[src/pkg/tss_params.svh]
// Constants for the tape subsystem status register block.
`ifndef TSS_PARAMS_SVH
`define TSS_PARAMS_SVH
// ==========================================
// Register offsets (byte offset from base)
`define TSS_OFS_DB   2'h0
`define TSS_OFS_SR   2'h2
// ==========================================
// Status bit positions
`define TSS_B_SC     15
`define TSS_B_UPE    14
`define TSS_B_SPE    13
`define TSS_B_RMR    12
`define TSS_B_NXM    11
`define TSS_B_NBA    10
`define TSS_B_AHI    9
`define TSS_B_ALO    8
`define TSS_B_SSR    7
`define TSS_B_OFL    6
`define TSS_B_FCHI   5
`define TSS_B_FCLO   4
`define TSS_B_TCHI   3
`define TSS_B_TCLO   1
// ==========================================
// Reset and fixed values
`define TSS_FLAG_RST 1'h0
`define TSS_NBA_RST  1'h1
`define TSS_TC_RST   3'h0
`define TSS_FC_RST   2'h0
`define TSS_AHI_RST  2'h0
`define TSS_PTR_RST  18'h00000
`define TSS_WORD_0   16'h0000
`define TSS_TC_FATAL 3'h7
`define TSS_FC_SPE   2'h2
`endif

[src/pkg/tss_pkg.sv]
// Types shared by the tape subsystem status register block.
package tss_pkg;
  typedef logic [15:0] tss_word_t;
  typedef logic [2:0]  tss_tc_t;
  typedef logic [1:0]  tss_fc_t;
  typedef logic [17:0] tss_ptr_t;
endpackage

[src/rtl/tss_sync.sv]
// Two-stage synchroniser for a level arriving on a pin.
`timescale 1ns/1ps
`include "tss_params.svh"
module tss_sync
(
  input  wire logic clk_i,
  input  wire logic rst_i,
  input  wire logic d_i,
  output logic      q_o
);
  logic meta_r;
  logic meta_nxt;
  logic q_nxt;

  // ==========================================
  // Next values: first stage feeds only the second.
  always_comb
  begin
    meta_nxt = d_i;
    q_nxt    = meta_r;
  end

  // Registers.
  always_ff @(posedge clk_i or posedge rst_i)
  begin
    if (rst_i)
    begin
      meta_r <= `TSS_FLAG_RST;
      q_o    <= `TSS_FLAG_RST;
    end
    else
    begin
      meta_r <= meta_nxt;
      q_o    <= q_nxt;
    end
  end
endmodule

[src/rtl/tss_host_port.sv]
// Host access decoder: turns a strobed access into per-register pulses.
`timescale 1ns/1ps
`include "tss_params.svh"
module tss_host_port
(
  input  wire logic       sel_i,
  input  wire logic       wr_i,
  input  wire logic       rd_i,
  input  wire logic       byte_i,
  input  wire logic [1:0] addr_i,
  output logic            db_word_o,
  output logic            db_hi_o,
  output logic            db_lo_o,
  output logic            sr_wr_o,
  output logic            sr_rd_o,
  output logic            any_o
);
  logic is_db;
  logic is_sr;

  // ==========================================
  // Address decode. Bit 0 of the address picks the odd byte on a byte write.
  always_comb
  begin
    is_db     = (addr_i & 2'h2) == `TSS_OFS_DB;
    is_sr     = (addr_i & 2'h2) == `TSS_OFS_SR;
    db_word_o = sel_i & wr_i & is_db & ~byte_i;
    db_hi_o   = sel_i & wr_i & is_db & byte_i & addr_i[0];
    db_lo_o   = sel_i & wr_i & is_db & byte_i & ~addr_i[0];
    sr_wr_o   = sel_i & wr_i & is_sr;
    sr_rd_o   = sel_i & rd_i & ~wr_i & is_sr;
    any_o     = sel_i & (wr_i | rd_i);
  end
endmodule

[src/rtl/tss_status_top.sv]
// Status register of the tape subsystem host interface.
`timescale 1ns/1ps
`include "tss_params.svh"
module tss_status_top
(
  input  wire logic        CLK_SYS_I,
  input  wire logic        SYS_RST_I,
  input  wire logic        HOST_SEL_I,
  input  wire logic        HOST_WR_I,
  input  wire logic        HOST_RD_I,
  input  wire logic        HOST_BYTE_I,
  input  wire logic [1:0]  HOST_ADDR_I,
  input  wire logic [15:0] HOST_WDATA_I,
  output logic      [15:0] HOST_RDATA_O,
  output logic             HOST_ACK_O,
  input  wire logic        XPT_END_I,
  input  wire logic        XPT_SC_I,
  input  wire logic [2:0]  XPT_TC_I,
  input  wire logic [1:0]  XPT_FC_I,
  input  wire logic        XPT_IDLE_I,
  input  wire logic        XPT_NBA_CLR_I,
  input  wire logic        XPT_AHI_LD_I,
  input  wire logic [1:0]  XPT_AHI_I,
  input  wire logic        OFFLINE_PIN_I,
  input  wire logic        UPE_EV_I,
  input  wire logic        SPE_EV_I,
  input  wire logic        NXM_EV_I,
  output logic             INIT_O,
  output logic             CMD_LD_O,
  output logic      [17:0] CMD_PTR_O
);
  logic              db_word;
  logic              db_hi;
  logic              db_lo;
  logic              db_any;
  logic              sr_wr;
  logic              sr_rd;
  logic              acc;
  logic              offline;
  logic              sc_r,  sc_nxt;
  logic              upe_r, upe_nxt;
  logic              spe_r, spe_nxt;
  logic              rmr_r, rmr_nxt;
  logic              nxm_r, nxm_nxt;
  logic              nba_r, nba_nxt;
  logic              ssr_r, ssr_nxt;
  logic [1:0]        ahi_r, ahi_nxt;
  tss_pkg::tss_tc_t  tc_r,  tc_nxt;
  tss_pkg::tss_fc_t  fc_r,  fc_nxt;
  tss_pkg::tss_word_t status;
  tss_pkg::tss_word_t rdata_nxt;
  tss_pkg::tss_ptr_t ptr_nxt;
  logic              ack_nxt;
  logic              init_nxt;
  logic              ld_nxt;

  // ==========================================
  // Host access decode and off-line pin synchroniser.
  tss_host_port u_port
  (
    .sel_i     (HOST_SEL_I),
    .wr_i      (HOST_WR_I),
    .rd_i      (HOST_RD_I),
    .byte_i    (HOST_BYTE_I),
    .addr_i    (HOST_ADDR_I),
    .db_word_o (db_word),
    .db_hi_o   (db_hi),
    .db_lo_o   (db_lo),
    .sr_wr_o   (sr_wr),
    .sr_rd_o   (sr_rd),
    .any_o     (acc)
  );

  tss_sync u_ofl
  (
    .clk_i (CLK_SYS_I),
    .rst_i (SYS_RST_I),
    .d_i   (OFFLINE_PIN_I),
    .q_o   (offline)
  );

  // ==========================================
  // Live status word. Host data never reaches it except via the address bits.
  always_comb
  begin
    db_any = db_word | db_hi | db_lo;
    status = `TSS_WORD_0;
    status[`TSS_B_SC]  = sc_r;
    status[`TSS_B_UPE] = upe_r;
    status[`TSS_B_SPE] = spe_r;
    status[`TSS_B_RMR] = rmr_r;
    status[`TSS_B_NXM] = nxm_r;
    status[`TSS_B_NBA] = nba_r;
    status[`TSS_B_AHI:`TSS_B_ALO]   = ahi_r;
    status[`TSS_B_SSR] = ssr_r;
    status[`TSS_B_OFL] = offline;
    status[`TSS_B_FCHI:`TSS_B_FCLO] = fc_r;
    status[`TSS_B_TCHI:`TSS_B_TCLO] = tc_r;
  end

  // ==========================================
  // Flag next values. Events are applied after the clears so a set in the
  // same cycle as a buffer write wins. Initialize resets every flag but the
  // address pair and wins over everything, since the transport is restarted anyway.
  always_comb
  begin
    sc_nxt  = sc_r;
    upe_nxt = upe_r;
    spe_nxt = spe_r;
    rmr_nxt = rmr_r;
    nxm_nxt = nxm_r;
    nba_nxt = nba_r;
    ssr_nxt = ssr_r;
    ahi_nxt = ahi_r;
    tc_nxt  = tc_r;
    fc_nxt  = fc_r;
    if (sr_wr)
    begin
      sc_nxt  = `TSS_FLAG_RST;
      upe_nxt = `TSS_FLAG_RST;
      spe_nxt = `TSS_FLAG_RST;
      rmr_nxt = `TSS_FLAG_RST;
      nxm_nxt = `TSS_FLAG_RST;
      ssr_nxt = `TSS_FLAG_RST;
      nba_nxt = `TSS_NBA_RST;
      tc_nxt  = `TSS_TC_RST;
      fc_nxt  = `TSS_FC_RST;
    end
    else
    begin
      if (db_any)
      begin
        upe_nxt = `TSS_FLAG_RST;
        spe_nxt = `TSS_FLAG_RST;
        rmr_nxt = `TSS_FLAG_RST;
        nxm_nxt = `TSS_FLAG_RST;
        ssr_nxt = `TSS_FLAG_RST;
      end
      if (db_word)
        ahi_nxt = HOST_WDATA_I[1:0];
      else if (db_hi)
        ahi_nxt = HOST_WDATA_I[9:8];
      else if (XPT_AHI_LD_I)
        ahi_nxt = XPT_AHI_I;
      if (XPT_END_I)
      begin
        sc_nxt = XPT_SC_I;
        tc_nxt = XPT_TC_I;
        fc_nxt = XPT_FC_I;
      end
      if ((db_word | db_hi) && !ssr_r)
      begin
        rmr_nxt = 1'h1;
        sc_nxt  = 1'h1;
      end
      if (UPE_EV_I)
      begin
        upe_nxt = 1'h1;
        sc_nxt  = 1'h1;
      end
      if (NXM_EV_I)
      begin
        nxm_nxt = 1'h1;
        sc_nxt  = 1'h1;
      end
      if (SPE_EV_I)
      begin
        spe_nxt = 1'h1;
        sc_nxt  = 1'h1;
        tc_nxt  = `TSS_TC_FATAL;
        fc_nxt  = `TSS_FC_SPE;
      end
      if (XPT_NBA_CLR_I)
        nba_nxt = `TSS_FLAG_RST;
      if (XPT_IDLE_I && !db_any)
        ssr_nxt = 1'h1;
      else if (!XPT_IDLE_I)
        ssr_nxt = `TSS_FLAG_RST;
    end
  end

  // Flag registers.
  always_ff @(posedge CLK_SYS_I or posedge SYS_RST_I)
  begin
    if (SYS_RST_I)
    begin
      sc_r  <= `TSS_FLAG_RST;
      upe_r <= `TSS_FLAG_RST;
      spe_r <= `TSS_FLAG_RST;
      rmr_r <= `TSS_FLAG_RST;
      nxm_r <= `TSS_FLAG_RST;
      nba_r <= `TSS_NBA_RST;
      ssr_r <= `TSS_FLAG_RST;
      ahi_r <= `TSS_AHI_RST;
      tc_r  <= `TSS_TC_RST;
      fc_r  <= `TSS_FC_RST;
    end
    else
    begin
      sc_r  <= sc_nxt;
      upe_r <= upe_nxt;
      spe_r <= spe_nxt;
      rmr_r <= rmr_nxt;
      nxm_r <= nxm_nxt;
      nba_r <= nba_nxt;
      ssr_r <= ssr_nxt;
      ahi_r <= ahi_nxt;
      tc_r  <= tc_nxt;
      fc_r  <= fc_nxt;
    end
  end

  // ==========================================
  // Host answer and transport strobes. The read data is captured in the
  // accepting cycle so that no bit can move between halves of the word.
  always_comb
  begin
    ack_nxt   = acc;
    rdata_nxt = HOST_RDATA_O;
    if (sr_rd)
      rdata_nxt = status;
    else if (acc)
      rdata_nxt = `TSS_WORD_0;
    init_nxt = sr_wr;
    ld_nxt   = db_word;
    ptr_nxt  = CMD_PTR_O;
    if (db_word)
      ptr_nxt = {HOST_WDATA_I[1:0], HOST_WDATA_I[15:2], 2'h0};
  end

  // Answer registers.
  always_ff @(posedge CLK_SYS_I or posedge SYS_RST_I)
  begin
    if (SYS_RST_I)
    begin
      HOST_ACK_O   <= `TSS_FLAG_RST;
      HOST_RDATA_O <= `TSS_WORD_0;
      INIT_O       <= `TSS_FLAG_RST;
      CMD_LD_O     <= `TSS_FLAG_RST;
      CMD_PTR_O    <= `TSS_PTR_RST;
    end
    else
    begin
      HOST_ACK_O   <= ack_nxt;
      HOST_RDATA_O <= rdata_nxt;
      INIT_O       <= init_nxt;
      CMD_LD_O     <= ld_nxt;
      CMD_PTR_O    <= ptr_nxt;
    end
  end
endmodule

[config.mk]
export PLATFORM = sky130hd
export DESIGN_NAME = tss_status_top
export DESIGN_NICKNAME = d
export VERILOG_FILES = /design/src/pkg/tss_pkg.sv /design/src/rtl/tss_sync.sv /design/src/rtl/tss_host_port.sv /design/src/rtl/tss_status_top.sv
export VERILOG_INCLUDE_DIRS = /design/src /design/src/pkg
export SDC_FILE = /design/constraint.sdc
export NUM_CORES = 1
export LEC_CHECK = 0
export BUFFER_PORTS_ARGS = -buffer_cell sky130_fd_sc_hd__buf_2
export CORE_AREA = 2 2 74 76
export CTS_CLUSTER_SIZE = 20
export DETAILED_ROUTE_END_ITERATION = 7
export DIE_AREA = 0 0 76 78
export PLACE_DENSITY = 0.65
export SYNTH_ARGS = -nofsm -noshare
export SYNTH_HDL_FRONTEND = slang
export SYNTH_SLANG_ARGS = --single-unit
[constraint.sdc]
create_clock -name CLK_SYS_I -period 3.8 [get_ports CLK_SYS_I]
set_input_delay 0 -clock CLK_SYS_I [delete_from_list [all_inputs] [get_ports CLK_SYS_I]]
set_output_delay 0 -clock CLK_SYS_I [all_outputs]
set_load 0.02 [all_outputs]
Word-level counts from Yosys, hierarchy flattened
Cells that the tools add are included.

Register bits: 51.

Eq/ne operators: 1. Mux-type cells: 31. Bitwise operators: 18. Reduce and logical (&&, ||, !) cells: 15.

Operators with widths (number): $mux 16 (2); $mux 1 (20); $reduce_bool 3->1 (6); $mux 2 (6); $and 1x1->1 (11); $mux 3 (3); $reduce_bool 6->1 (1); $ne 4x1->1 const B (1); $not 1->1 (4); $reduce_bool 2->1 (2); $or 1x1->1 (3); $logic_and 1x1->1 (2); $logic_not 1->1 (2); $logic_not 2->1 (1); $reduce_and 2->1 (1).

Longest topological paths before layout
Depth in word-level cells: 11. Depth in mapped cells: 5.

Modules after synthesis
Synthesis repeated with hierarchy kept, for this count alone.

Cells, all modules: 142. Area, all modules: 1969.4 µm².

By module, submodules not included: tss_status_top (instances 1, cells an instance 131, area each 1844.3 µm², seq. area each 1202.4 µm²); tss_host_port (instances 1, cells an instance 8, area each 71.3 µm², seq. area each 0.0 µm²); tss_sync (instances 1, cells an instance 3, area each 53.8 µm², seq. area each 50.0 µm²).

Worst setup path after synthesis
Ideal clock, no wire load.

Path kind: in2reg. Start: in HOST_BYTE_I. End: reg CMD_PTR_O[2]. Library setup time: 0.125 ns. Arrival time: 0.880 ns. Slack: 2.795 ns. Stages: 4. Cells stage by stage: nor4bb_1 -> buf_4 -> buf_12 -> mux2_4.

Word-level cells in the longest chain between the ends: 2.

Ends and longest elaborated chain: start, declared (RTL line tss_status_top.sv:11) `input wire logic HOST_BYTE_I,`; $not 1->1 (RTL line tss_host_port.sv:27) `db_word_o = sel_i & wr_i & is_db & ~byte_i;`; $and 1x1->1 (RTL line tss_host_port.sv:27); net db_word (RTL line tss_status_top.sv:32) `logic db_word;`; end signal, assigned (RTL line tss_status_top.sv:240) `` CMD_PTR_O <= `TSS_PTR_RST; ``; end signal, assigned (RTL line tss_status_top.sv:248) `CMD_PTR_O <= ptr_nxt;`; end, declared (RTL line tss_status_top.sv:30) `output logic [17:0] CMD_PTR_O`.

The timed path passes the listed nets, and every way through them passes these cells. A chain may end at the register's enable or synchronous reset.

Worst setup path in the final report
Start: in HOST_BYTE_I. End: reg CMD_PTR_O[12].

Word-level cells in the longest chain between the ends: 2.

Ends and longest elaborated chain (RTL line): $not 1->1 (tss_host_port.sv:27); $and 1x1->1 (tss_host_port.sv:27).

No other way between the ends.

==> qor.yml <==
grt_pass1_wl_um: 7890
crit_path_start_kind: "input pin"
final.period_utilization: 0.485
grt_max_degree: 51
cts_num_sinks: 50
crit_path_max_fanout: 11
die_w_um: 76
wl_per_cell_um: 14.9
synthArstFlopShare: 1.00
vdd.ir_drop.worst_v: 0.000242
cp-end-kind: "register"
area_growth_pct: 41.4
cts_made_buffers: 5
layout_min_cycle_time_ns: 1.84
combPwrFrac: 0.209
drc_errors: 0
grt_usage: 0.173
setup_ws_ns: 1.96
hpwl_um: 3030
drtIter0Drc: 46
worstSetupPathType: "input pin to register"
post_cts_buffers: 0
ant_nets: 0
placed_cell_area_um2: 2380
synth_cell_types: 31
vias: 1489
syn-instance-count: 145
rows: 26
overflow: 0
clk_pin_slew_worst_paths_ns: 0.09
avgSynthCellArea_um2: 13.6
routed_wl_um: 4760
finalSetupTns_ns: 0
dp_slack_ns: 2.16
synth_seq_cells: 50
grt_pass1_vias: 1603
antenna_cells: 0
slew_violations: 0
instances_no_fill: 319
p_leak_nw: 1.40
htreeDepth: 2
io_pins: 77
hold_viol_final: 0
status: "finished clean"
slew_headroom: 0.309
fin_util: 0.553
clock_skew_ns: 0.0103
swShare: 0.269
holdCritPathClass: "input pin to register"
die_height_um: 78
synth_area_leaders: "dfrtp_1 62%, a22o_1 6.7%, mux2_4 5.3%, mux2_2 5.1%, buf_4 1.9%"
syn-cell-area_um2: 1970
cp.required_ns: 3.99
synth_enable_flop_cells: 0
cts_tree: "yes"
clockRootBuffer: "clkbuf_8"
p_int_w: 0.000934
dieArea_um2: 5930
first_pass_iters: 5
worst_pin_slew_ns: 1.04
switching_power_w: 0.000343
rsz0062_at_grt: "no"
core_um2: 5040
drv_cap: 0
antenna_found_initial: 0
crit_arrival_ns: 2.03
synth_seq_area_share: 0.635
max_freq_mhz: 543
yosysTopAreaCellShare: 0.621
place.gp.congestion: 0.802
start_util: 0.391
pwr-share-clk: 0.299
nets: 288
post-route-cell-area_um2: 2790
drive_gt1_frac: 0.410
final-setup-viol-count: 0
io_buffers: 73
p_per_area_nw_per_um2: 458
seqPwrFrac: 0.492
dp_cells: 282
final_common_cell: "buf_2"
yosysTopAreaCell: "dfrtp_1"
final_cell_mix: "73 x buf_2, 49 x dfrtp_1, 29 x dlygate4sd3_1"
worstSkewPairLatency_ns: 0.30
cts_buffer_depth: 2
ys_warn_count: 0
via_per_inst: 4.67
synth_ff_type: "dfrtp_1"
cts_resized: 0
[worst max-delay path: stages]
cell           delay (ns)
dlygate4sd3_1        0.53
buf_2                0.15
nor4bb_4             0.68
buf_4                0.32
mux2_2               0.35
[per-stage QoR]
stage	power [W]	hold WS (ns)
final	0.00128	0.0150
after detailed placement	0.000882	0.126
after global placement	0.000877	0.123
after CTS	0.00129	0.000793
after floorplan	0.000789	0.0314
after global routing	0.00134	0.0341
[final timing paths]
check	start	end	slack, ns	cells after the start
max reg2reg	fc_r[0]	fc_r[0]	2.54	3
max in group asynchronous	SYS_RST_I	fc_r[1]	2.65	3
min in group asynchronous	SYS_RST_I	HOST_RDATA_O[9]	0.51	3
min reg2reg	u_ofl.meta_r	u_ofl.q_o	0.35	0
min	XPT_SC_I	sc_r	0.02	3
max	HOST_BYTE_I	CMD_PTR_O[12]	1.96	5
[cells in the mapped netlist (all sizes together), types with 2 or more instances]
library cell,number
nor2b,4
nor2,8
nand2,5
a211oi,4
o31ai,2
mux2,16
buf,7
inv,6
nor3,2
clkbuf,3
o21ai,5
a22o,15
dfrtp,49
a21oi,3
mux2i,2
o311ai,2
nand3,3
[layout make-up]
cell class,count,area [um^2]
Sequential cell,50,1250
Clock inverter,1,30.0
Fill cell,419,2250
Clock buffer,7,86.3
Inverter,6,22.5
Tap cell,70,87.6
Multi-Input combinational cell,81,641
Timing Repair Buffer,104,671
[power groups by stage]
stage	Sequential, W	Clock [W]	Combinational [W]
floorplan	0.000694	0	0.0000954
global placement	0.000637	0	0.000240
detailed placement	0.000637	0	0.000245
CTS	0.000628	0.000397	0.000268
global route	0.000638	0.000415	0.000288
finish	0.000628	0.000382	0.000267
[state kept, by name, summed over array words and instances (netlist names)]
name,cells
spe_r,1
HOST_RDATA_O,15
ahi_r,2
HOST_ACK_O,1
nba_r,1
tc_r,3
ssr_r,1
u_ofl.q_o,1
CMD_LD_O,1
CMD_PTR_O,16
fc_r,2
sc_r,1
u_ofl.meta_r,1
upe_r,1
rmr_r,1
INIT_O,1
nxm_r,1
[layer usage]
layer,share of wire,vias to the layer above,GRT usage
met4,0.035,0,0.0982
met2,0.50,40,0.280
met5,0,-,0
li1,-,719,-
met1,0.43,715,0.215
met3,0.033,15,0.0372
[timing repair]
action                                  4_1_cts  5_1_grt
hold buffers                                 29        0
endpoints found under the setup margin        0        0
endpoints found under the hold margin        76        0
[cell families (layout without fill, tap and decap cells)]
family	count (synthesis)	in the layout	share of synthesized area
flip-flops	50	50	0.635
multiplexers	18	18	0.115
buffers and inverters	16	118	0.0520
AND/OR/NAND/NOR	27	27	0.0704
AO/OA/AOI/OAI	33	33	0.126
other	1	3	0.00190
Power figures use the tool's default switching activity.
